===== src/fwpc_pkg.sv =====
package fwpc_pkg;
	// register indices; each byte address is four times its index
	localparam logic [23:0] FWPC_IDX_PROG_BLOCK = 24'h30000a;
	localparam logic [23:0] FWPC_IDX_SPECIAL = 24'h30000b;
	localparam logic [31:0] FWPC_ADDR_PROG_BLOCK = {6'h00, FWPC_IDX_PROG_BLOCK, 2'h0};
	localparam logic [31:0] FWPC_ADDR_SPECIAL = {6'h00, FWPC_IDX_SPECIAL, 2'h0};
	localparam logic [31:0] FWPC_ADDR_CONTROL = 32'h0000_0000;
	localparam logic [31:0] FWPC_ADDR_STATUS = 32'h0000_0004;
	// field positions
	localparam int FWPC_BIT_DATA = 7;
	localparam int FWPC_BIT_BOOT = 6;
	localparam int FWPC_BIT_CONFIG = 5;
	localparam int FWPC_BIT_PROG_MODE = 0;
	localparam int FWPC_BIT_ERASE_ALL = 1;
	// fitted program block counts that the region table covers
	localparam int FWPC_MIN_BLOCKS = 3;
	localparam int FWPC_MAX_BLOCKS = 4;
	// implemented-bit masks and erased values
	localparam logic [7:0] FWPC_MASK_PROG_BLOCK = 8'h0f;
	localparam logic [7:0] FWPC_MASK_SPECIAL = 8'he0;
	localparam logic [7:0] FWPC_ERASED = 8'hff;
	// protected regions
	localparam logic [21:0] FWPC_BOOT_LO = 22'h000000;
	localparam logic [21:0] FWPC_BOOT_HI = 22'h0007ff;
	localparam logic [21:0] FWPC_BLK0_LO = 22'h000800;
	localparam logic [21:0] FWPC_BLK0_HI = 22'h001fff;
	localparam logic [21:0] FWPC_BLK1_LO = 22'h002000;
	localparam logic [21:0] FWPC_BLK1_HI = 22'h003fff;
	localparam logic [21:0] FWPC_BLK2_LO = 22'h004000;
	localparam logic [21:0] FWPC_BLK2_HI = 22'h005fff;
	localparam logic [21:0] FWPC_BLK3_LO = 22'h006000;
	localparam logic [21:0] FWPC_BLK3_HI = 22'h007fff;
	localparam logic [21:0] FWPC_CFG_LO = 22'h300000;
	localparam logic [21:0] FWPC_CFG_HI = 22'h3000ff;
	// sequencer request
	typedef struct packed {
		logic valid;
		logic data_mem;
		logic [21:0] addr;
	} fwpc_req_type;
	typedef enum logic [1:0] {
		FWPC_IDLE = 2'b00,
		FWPC_ACCESS = 2'b01
	} fwpc_state_type;
endpackage


===== src/fwpc_region_check.sv =====
`timescale 1ns/100ps
`default_nettype none
// combinational region decode of one request against protection bits
module fwpc_region_check
	import fwpc_pkg::*;
(
	input wire fwpc_req_type req,
	input wire logic [3:0] block_protect_n,
	input wire logic data_mem_protect_n,
	input wire logic boot_protect_n,
	input wire logic config_protect_n,
	output logic allow
);
	function automatic logic in_range(input logic [21:0] a, input logic [21:0] lo,
		input logic [21:0] hi);
		in_range = (a >= lo) && (a <= hi);
	endfunction

	// allow unless target region has its protect bit cleared
	always_comb begin
		allow = 1'b1;
		if (req.data_mem) begin
			allow = data_mem_protect_n;
		end else if (in_range(req.addr, FWPC_BOOT_LO, FWPC_BOOT_HI)) begin
			allow = boot_protect_n;
		end else if (in_range(req.addr, FWPC_BLK0_LO, FWPC_BLK0_HI)) begin
			allow = block_protect_n[0];
		end else if (in_range(req.addr, FWPC_BLK1_LO, FWPC_BLK1_HI)) begin
			allow = block_protect_n[1];
		end else if (in_range(req.addr, FWPC_BLK2_LO, FWPC_BLK2_HI)) begin
			allow = block_protect_n[2];
		end else if (in_range(req.addr, FWPC_BLK3_LO, FWPC_BLK3_HI)) begin
			allow = block_protect_n[3];
		end else if (in_range(req.addr, FWPC_CFG_LO, FWPC_CFG_HI)) begin
			allow = config_protect_n;
		end
	end
endmodule
`default_nettype wire


===== src/fwpc_write_protect.sv =====
// Overview of operation
// - block protect bits at 30000Ah, bits 3-0
// - data, boot, config bits at 30000Bh bits 7-5
// - block three bit zero blocks 006000-007FFFh
// - block two bit zero blocks 004000-005FFFh
// - block one bit zero blocks 002000-003FFFh
// - data bit zero blocks data memory writes
// - boot bit zero blocks 000000-0007FFh
// - config bit zero blocks 300000-3000FFh
// - config bit writable only in programming mode
// - unimplemented bits always read zero
`timescale 1ns/100ps
`default_nettype none
module fwpc_write_protect
	import fwpc_pkg::*;
#(
	parameter int NUM_BLOCKS = 4
)
(
	input wire logic clk_sys,
	input wire logic reset,
	input wire logic psel,
	input wire logic penable,
	input wire logic pwrite,
	input wire logic [31:0] paddr,
	input wire logic [31:0] pwdata,
	output logic [31:0] prdata,
	output logic pready,
	output logic pslverr,
	input wire logic prog_mode_pin,
	input wire fwpc_req_type seq_req,
	output logic seq_grant,
	output logic seq_deny
);
	// protection cells, erased state ones
	logic [7:0] prog_block;
	logic [7:0] special;
	logic [7:0] next_prog_block;
	logic [7:0] next_special;
	logic erase_pending;
	logic next_erase_pending;
	// programming-mode strap, synchronised
	logic prog_meta;
	logic prog_sync;
	// bus slave state
	fwpc_state_type state;
	fwpc_state_type next_state;
	logic [31:0] next_prdata;
	logic next_pready;
	logic next_pslverr;
	// sequencer answer
	logic next_grant;
	logic next_deny;
	logic allow;
	logic [31:0] deny_count;
	logic [31:0] next_deny_count;
	// fitted-block mask and the bits handed to the region decode
	logic [3:0] block_live;
	logic [3:0] block_enable_n;
	logic next_prog_meta;
	logic next_prog_sync;

	// only the three- and four-block layouts have regions defined
	if (NUM_BLOCKS < FWPC_MIN_BLOCKS || NUM_BLOCKS > FWPC_MAX_BLOCKS) begin : g_bad_blocks
		$error("fitted block count out of range");
	end

	// reading view with unimplemented bits forced low
	function automatic logic [31:0] read_value(input logic [31:0] a, input logic [7:0] pb,
		input logic [7:0] sp, input logic pm, input logic [31:0] dc);
		read_value = 32'h0000_0000;
		if (a == FWPC_ADDR_PROG_BLOCK) begin
			read_value = {24'h000000, pb & FWPC_MASK_PROG_BLOCK};
		end else if (a == FWPC_ADDR_SPECIAL) begin
			read_value = {24'h000000, sp & FWPC_MASK_SPECIAL};
		end else if (a == FWPC_ADDR_STATUS) begin
			read_value = dc << 1;
			read_value[FWPC_BIT_PROG_MODE] = pm;
		end
	endfunction

	function automatic logic mapped(input logic [31:0] a);
		mapped = (a == FWPC_ADDR_PROG_BLOCK) || (a == FWPC_ADDR_SPECIAL) ||
			(a == FWPC_ADDR_CONTROL) || (a == FWPC_ADDR_STATUS);
	endfunction

	// true when a program address lies inside protect block idx
	function automatic logic in_block(input logic [21:0] a, input int idx);
		in_block = 1'b0;
		if (idx == 0) begin
			in_block = (a >= FWPC_BLK0_LO) && (a <= FWPC_BLK0_HI);
		end else if (idx == 1) begin
			in_block = (a >= FWPC_BLK1_LO) && (a <= FWPC_BLK1_HI);
		end else if (idx == 2) begin
			in_block = (a >= FWPC_BLK2_LO) && (a <= FWPC_BLK2_HI);
		end else if (idx == 3) begin
			in_block = (a >= FWPC_BLK3_LO) && (a <= FWPC_BLK3_HI);
		end
	endfunction

	// two-flop synchroniser for the programming-mode pin
	always_comb begin
		next_prog_meta = prog_mode_pin;
		next_prog_sync = prog_meta;
	end

	always_ff @(posedge clk_sys) begin
		if (reset) begin
			prog_meta <= 1'b0;
			prog_sync <= 1'b0;
		end else begin
			prog_meta <= next_prog_meta;
			prog_sync <= next_prog_sync;
		end
	end

	// bits of blocks that are not fitted never protect
	for (genvar g = 0; g < FWPC_MAX_BLOCKS; g++) begin : g_live
		assign block_live[g] = (g < NUM_BLOCKS);
	end
	assign block_enable_n = prog_block[3:0] | ~block_live;

	// region decode
	fwpc_region_check u_check (
		.req(seq_req),
		.block_protect_n(block_enable_n),
		.data_mem_protect_n(special[FWPC_BIT_DATA]),
		.boot_protect_n(special[FWPC_BIT_BOOT]),
		.config_protect_n(special[FWPC_BIT_CONFIG]),
		.allow(allow)
	);

	// apb access and protection cell updates
	always_comb begin
		next_state = state;
		next_prdata = prdata;
		next_pready = 1'b0;
		next_pslverr = 1'b0;
		next_prog_block = prog_block;
		next_special = special;
		next_erase_pending = 1'b0;
		case (state)
			FWPC_IDLE: begin
				if (psel && !penable) begin
					next_state = FWPC_ACCESS;
					next_pready = 1'b1;
					next_pslverr = !mapped(paddr);
					next_prdata = pwrite ? 32'h0000_0000 :
						read_value(paddr, prog_block, special, prog_sync, deny_count);
				end
			end
			FWPC_ACCESS: begin
				next_state = FWPC_IDLE;
				if (pwrite && psel && penable && pready) begin
					if (paddr == FWPC_ADDR_PROG_BLOCK) begin
						// writes only clear bits
						next_prog_block = prog_block & (pwdata[7:0] | ~FWPC_MASK_PROG_BLOCK);
					end else if (paddr == FWPC_ADDR_SPECIAL) begin
						next_special[FWPC_BIT_DATA] = special[FWPC_BIT_DATA] & pwdata[FWPC_BIT_DATA];
						next_special[FWPC_BIT_BOOT] = special[FWPC_BIT_BOOT] & pwdata[FWPC_BIT_BOOT];
						if (prog_sync) begin
							next_special[FWPC_BIT_CONFIG] =
								special[FWPC_BIT_CONFIG] & pwdata[FWPC_BIT_CONFIG];
						end
					end else if (paddr == FWPC_ADDR_CONTROL) begin
						next_erase_pending = pwdata[FWPC_BIT_ERASE_ALL] && prog_sync;
					end
				end
			end
			default: next_state = FWPC_IDLE;
		endcase
		if (erase_pending) begin
			next_prog_block = FWPC_ERASED;
			next_special = FWPC_ERASED;
		end
	end

	// registers; reset restores erased state as no nonvolatile store exists here
	always_ff @(posedge clk_sys) begin
		if (reset) begin
			state <= FWPC_IDLE;
			prdata <= 32'h0000_0000;
			pready <= 1'b0;
			pslverr <= 1'b0;
			prog_block <= FWPC_ERASED;
			special <= FWPC_ERASED;
			erase_pending <= 1'b0;
		end else begin
			state <= next_state;
			prdata <= next_prdata;
			pready <= next_pready;
			pslverr <= next_pslverr;
			prog_block <= next_prog_block;
			special <= next_special;
			erase_pending <= next_erase_pending;
		end
	end

	// grant or deny each sequencer request one cycle later
	always_comb begin
		next_grant = seq_req.valid && allow;
		next_deny = seq_req.valid && !allow;
		next_deny_count = deny_count;
		if (seq_req.valid && !allow) begin
			next_deny_count = deny_count + 32'h0000_0001;
		end
	end

	always_ff @(posedge clk_sys) begin
		if (reset) begin
			seq_grant <= 1'b0;
			seq_deny <= 1'b0;
			deny_count <= 32'h0000_0000;
		end else begin
			seq_grant <= next_grant;
			seq_deny <= next_deny;
			deny_count <= next_deny_count;
		end
	end

	// checks
	a_block3_deny: assert property (@(posedge clk_sys) disable iff (reset)
		(seq_req.valid && !seq_req.data_mem && seq_req.addr >= FWPC_BLK3_LO &&
		seq_req.addr <= FWPC_BLK3_HI && block_live[3] && !prog_block[3]) |=>
		(seq_deny && !seq_grant))
		else $error("block three write not denied");
	a_block2_deny: assert property (@(posedge clk_sys) disable iff (reset)
		(seq_req.valid && !seq_req.data_mem && seq_req.addr >= FWPC_BLK2_LO &&
		seq_req.addr <= FWPC_BLK2_HI) |=> (seq_deny == !$past(prog_block[2])))
		else $error("block two decision wrong");
	a_block1_deny: assert property (@(posedge clk_sys) disable iff (reset)
		(seq_req.valid && !seq_req.data_mem && seq_req.addr >= FWPC_BLK1_LO &&
		seq_req.addr <= FWPC_BLK1_HI) |=> (seq_grant == $past(prog_block[1])))
		else $error("block one decision wrong");
	a_data_deny: assert property (@(posedge clk_sys) disable iff (reset)
		(seq_req.valid && seq_req.data_mem) |=> (seq_grant == $past(special[FWPC_BIT_DATA])))
		else $error("data memory decision wrong");
	a_boot_deny: assert property (@(posedge clk_sys) disable iff (reset)
		(seq_req.valid && !seq_req.data_mem && seq_req.addr <= FWPC_BOOT_HI &&
		!special[FWPC_BIT_BOOT]) |=> seq_deny)
		else $error("boot write not denied");
	a_config_deny: assert property (@(posedge clk_sys) disable iff (reset)
		(seq_req.valid && !seq_req.data_mem && seq_req.addr >= FWPC_CFG_LO &&
		seq_req.addr <= FWPC_CFG_HI) |=> (seq_deny == !$past(special[FWPC_BIT_CONFIG])))
		else $error("config decision wrong");
	a_config_locked: assert property (@(posedge clk_sys) disable iff (reset)
		(!prog_sync && !erase_pending) |=> $stable(special[FWPC_BIT_CONFIG]))
		else $error("config bit changed outside programming mode");
	a_unimpl_zero: assert property (@(posedge clk_sys) disable iff (reset)
		(pready && paddr == FWPC_ADDR_PROG_BLOCK) |-> (prdata[31:4] == 28'h0000000))
		else $error("unimplemented block bits not zero");

	a_unimpl_special: assert property (@(posedge clk_sys) disable iff (reset)
		(pready && paddr == FWPC_ADDR_SPECIAL) |->
		(prdata[31:8] == 24'h000000 && prdata[4:0] == 5'h00))
		else $error("unimplemented special bits not zero");
	a_only_clears: assert property (@(posedge clk_sys) disable iff (reset)
		(!$past(erase_pending) && !$past(reset)) |->
		((prog_block & ~$past(prog_block)) == 8'h00 &&
		(special & ~$past(special)) == 8'h00))
		else $error("protect bit set without erase");

	// one decision check per fitted block, grant and deny both
	for (genvar g = 0; g < NUM_BLOCKS; g++) begin : g_blk_chk
		a_block_decide: assert property (@(posedge clk_sys) disable iff (reset)
			(seq_req.valid && !seq_req.data_mem && in_block(seq_req.addr, g)) |=>
			(seq_grant == $past(prog_block[g]) && seq_deny != $past(prog_block[g])))
			else $error("block decision wrong");
	end

	// grant and deny never together
	a_answer_pulse: assert property (@(posedge clk_sys) disable iff (reset)
		!(seq_grant && seq_deny))
		else $error("grant and deny together");

	// no answer without a request the cycle before
	a_answer_only_req: assert property (@(posedge clk_sys) disable iff (reset)
		!seq_req.valid |=> (!seq_grant && !seq_deny))
		else $error("answer without request");

	// full erase brings every cell back to one
	a_erase_restores: assert property (@(posedge clk_sys) disable iff (reset)
		erase_pending |=> (prog_block == FWPC_ERASED && special == FWPC_ERASED))
		else $error("erase did not restore bits");

	// bus answer stands a single cycle
	a_ready_one_cycle: assert property (@(posedge clk_sys) disable iff (reset)
		pready |=> !pready)
		else $error("ready held too long");

	// unprotected boot block is granted
	a_boot_grant: assert property (@(posedge clk_sys) disable iff (reset)
		(seq_req.valid && !seq_req.data_mem && seq_req.addr <= FWPC_BOOT_HI &&
		special[FWPC_BIT_BOOT]) |=> seq_grant)
		else $error("boot write not granted");

	// mode strap passes both flops in order
	a_sync_path: assert property (@(posedge clk_sys) disable iff (reset)
		!$past(reset) |-> (prog_sync == $past(prog_meta)))
		else $error("mode synchroniser skipped a stage");

	// in programming mode a clearing write reaches the config bit
	a_config_clear: assert property (@(posedge clk_sys) disable iff (reset)
		(prog_sync && psel && penable && pready && pwrite && paddr == FWPC_ADDR_SPECIAL &&
		!pwdata[FWPC_BIT_CONFIG] && !erase_pending) |=> !special[FWPC_BIT_CONFIG])
		else $error("config bit not cleared in programming mode");

	// every refusal is counted once
	a_deny_count: assert property (@(posedge clk_sys) disable iff (reset)
		(seq_req.valid && !allow) |=> (deny_count == $past(deny_count) + 32'h0000_0001))
		else $error("refusal not counted");

	// error flag only with the bus answer
	a_slverr_ready: assert property (@(posedge clk_sys) disable iff (reset)
		pslverr |-> pready)
		else $error("error flag without ready");
endmodule
`default_nettype wire


===== config.mk =====
export PLATFORM = sky130hd
export DESIGN_NAME = fwpc_write_protect
export DESIGN_NICKNAME = d
export VERILOG_FILES = /design/src/fwpc_pkg.sv /design/src/fwpc_region_check.sv /design/src/fwpc_write_protect.sv
export SDC_FILE = /design/constraint.sdc
export NUM_CORES = 1
export LEC_CHECK = 0
export BUFFER_PORTS_ARGS = -buffer_cell sky130_fd_sc_hd__buf_2
export CAP_MARGIN = 10
export CORE_ASPECT_RATIO = 2
export CORE_UTILIZATION = 44
export CTS_CLUSTER_DIAMETER = 50
export DETAILED_ROUTE_END_ITERATION = 8
export HOLD_SLACK_MARGIN = 0.03
export PLACE_DENSITY = 0.81
export SLEW_MARGIN = 40
export SYNTH_ARGS = -nofsm -noshare
export SYNTH_HDL_FRONTEND = slang
export SYNTH_HIERARCHICAL = 1
export SYNTH_SLANG_ARGS = --single-unit

===== constraint.sdc =====
create_clock -name clk_sys -period 2.55 [get_ports clk_sys]
set_clock_uncertainty 0.05 [all_clocks]
set_input_delay 0.255 -clock clk_sys [delete_from_list [all_inputs] [get_ports clk_sys]]
set_output_delay 0.255 -clock clk_sys [all_outputs]
set_load 0.1 [all_outputs]

==> results.json <==
{
  "status": "finished clean",
  "diodes": 0,
  "synth_area_leader_cell": "dfxtp_1",
  "setup_viol": 0,
  "synth_seq_cells": 78,
  "hp-class": "input port to register",
  "numCtsBuffers": 9,
  "fin_area_sq_mm": 0.00434,
  "r2r_start": "special[5]",
  "netlist_instances": 360,
  "vias": 3276,
  "hold_path_end": "next_prog_sync",
  "die_w_um": 63.5,
  "synth_cell_types": 49,
  "first_pass_iters": 4,
  "root_buffer": "clkbuf_16",
  "hold_path.startpoint": "prog_mode_pin",
  "final_antenna_net_count": 0,
  "crit_fanout": 6,
  "rows": 44,
  "hold_buffers": 0,
  "die_h_um": 125,
  "cellPowerDensity_mw_per_mm2": 576,
  "rsz0062_at_grt": "true",
  "post-route-period-util": 0.963,
  "netlist_area_sq_mm": 0.00333,
  "r2r_slack_ns": 0.09,
  "synthArstFlopShare": 0,
  "viasPerCell": 5.76,
  "clockBufferDepth": 2,
  "core_area_sq_mm": 0.00727,
  "drtIter0Drc": 114,
  "hold_viol": 0,
  "ys_top_cells_by_area": "dfxtp_1, a22o_1, nor2_1, nand2_1, o31ai_1",
  "track_usage": 0.220,
  "endpoint_kind": "register",
  "die_area_sq_mm": 0.00794,
  "p_leak_nw": 1.85,
  "start_util": 0.458,
  "postSynthAreaPerCell_sq_um": 9.25,
  "yosysSeqAreaShare": 0.469,
  "p_int_mw": 1.97,
  "crit_required_ns": 2.72,
  "yosysMostFrequentCell": "dfxtp_1",
  "cts_sinks": 78,
  "drc": 0,
  "hpwlAfterDp_mm": 6.22,
  "seq_power_share": 0.491,
  "synth_edf_count": 0,
  "synth_nets": 455,
  "ioPinCount": 130,
  "cts_tree": "built",
  "holdPathStages": 2,
  "first_global_vias": 3186,
  "htree_levels": 3,
  "place_area_sq_mm": 0.00402,
  "crit_arrival_ns": 2.63,
  "drv_slew": 0,
  "drive_gt1_frac": 0.312,
  "clkTransAtPathRegs_ns": 0.06,
  "critPathKind": "register to register",
  "switching_share": 0.213,
  "synth_warnings": 6,
  "max_slew_margin": 0.623,
  "p_clk_frac": 0.455,
  "gp_congestion": 0.840,
  "grt_max_degree": 43,
  "design.final.nets": 567,
  "vdd_drop_max_mv": 0.488,
  "maxCapViolCount": 0,
  "pwr-share-comb": 0.054,
  "cp-start-kind": "register",
  "wl_per_cell_um": 15.1,
  "p_sw_mw": 0.533,
  "max_freq_ghz": 0.407,
  "synth_top_cell_area_share": 0.469,
  "wl_mm": 8.61,
  "area_growth_pct": 30.2,
  "insertion_delay_ns": 0.33,
  "grt_overflow": 0,
  "grt_pass1_wl_mm": 13.8,
  "port_buffers": 96,
  "power_mw": 2.50,
  "worst_slew_pin_slew_ns": 0.561,
  "synth_common_cells": "dfxtp_1, nor2_1, nand2_1, a22o_1, a21oi_1",
  "final.min_clock_period_ns": 2.46,
  "synth-main-ff-cell": "dfxtp_1",
  "grt_antenna_before_repair": 0,
  "post_cts_buffers": 0,
  "r2r_cells": 8,
  "timing.rr.end": "deny_count[28]"
}
==> worst max-delay path, stage by stage (launching register included) <==
cell and delay, ns:
dfxtp_2 0.34, nor2_1 0.10, nand4_1 0.12, o41ai_2 0.28, a31oi_2 0.16, nand4b_1 0.29
nand4b_4 0.31, nor4_2 0.35, mux2_1 0.35
==> repair_timing <==
action,CTS,global route
setup endpoints to repair,2,15
hold endpoints to repair,0,0
gates resized for setup,1,6
cloned,0,1
pin swaps,0,1
==> state kept, by name, indices dropped and copies added, names as in the netlist <==
name	flops
deny_count	31
prdata	32
seq_grant	1
pready	1
special	3
prog_block	4
erase_pending	1
state	1
next_prog_sync	1
pslverr	1
seq_deny	1
prog_sync	1
==> layout by cell type, fill, tap and decap left out, drive strengths merged, types with 5 or more instances in the layout <==
master	instances
a21oi	20
a22o	22
a31oi	6
and4	10
buf	116
clkbuf	15
dfxtp	78
inv	14
nand2	29
nand3	10
nand4	12
nor2	34
nor2b	7
nor3	6
nor4	12
o21ai	10
o31ai	14
or3	6
or4	14
xnor2	6
xor2	5
==> cells by family (layout without fill, tap and decap cells) <==
logic type	count (synthesis)	after routing	synth area share
muxes	2	2	0.00676
buffers and inverters	30	146	0.0394
adders and majority gates	1	1	0.00376
xor gates and xnor gates	11	11	0.0289
DFF	78	78	0.469
AOI/OAI and AO/OA	85	85	0.178
and+or+nand+nor	153	154	0.275
==> area by class of cell <==
cell class,instances,area [sq um]
clock inverters,1,5.00
flip-flops and latches,78,1560
clock buffers,15,258
inverters,14,52.6
multi-input cells,253,1710
fillers,679,2930
repair buffers,116,631
well taps,92,115
==> through the flow <==
step | hold WS [ns] | utilization | setup slack, ns | setup TNS, ns | cells
2_1_floorplan | 0.281 | - | -0.0133 | -0.0133 | 360
3_3_place_gp | 0.376 | 0.553 | -0.166 | -1.74 | 552
3_5_place_dp | 0.372 | 0.553 | -0.234 | -2.57 | 552
4_1_cts | 0.0768 | 0.590 | 0.0656 | 0 | 568
5_1_grt | 0.106 | 0.597 | -0.0294 | -0.111 | 569
6_report | 0.0876 | 0.597 | 0.0933 | 0 | 569
==> power groups by stage <==
stage / Combinational (mW) / Clock (mW) / Sequential (mW)
after global placement: 0.131 / 0 / 1.25
after detailed placement: 0.134 / 0 / 1.25
after floorplan: 0.0449 / 0 / 1.27
after CTS: 0.134 / 1.16 / 1.23
final: 0.135 / 1.14 / 1.23
after global routing: 0.147 / 1.21 / 1.23
==> how the worst max path moves through the flow <==
stage / from / to / slack (ns) / cells past startpoint
after detailed placement: seq_req[16] / deny_count[13] / -0.23 / 10
after CTS: special[5] / deny_count[24] / 0.07 / 8
after floorplan: seq_req[16] / deny_count[24] / -0.01 / 9
after global routing: special[5] / deny_count[16] / -0.03 / 9
final: special[5] / deny_count[28] / 0.09 / 8
after global placement: seq_req[16] / deny_count[13] / -0.17 / 10
==> routing by layer <==
| layer | wire length (um) | GRT usage | share of wire | vias up |
|---|---|---|---|---|
| li1 | - | - | - | 1582 |
| met1 | 3110 | 0.216 | 0.36 | 1549 |
| met2 | 4790 | 0.399 | 0.56 | 120 |
| met3 | 359 | 0.0484 | 0.042 | 25 |
| met4 | 350 | 0.143 | 0.041 | 0 |
| met5 | 0 | 0 | 0 | - |
Note: power is estimated with default switching activity, not from simulation.
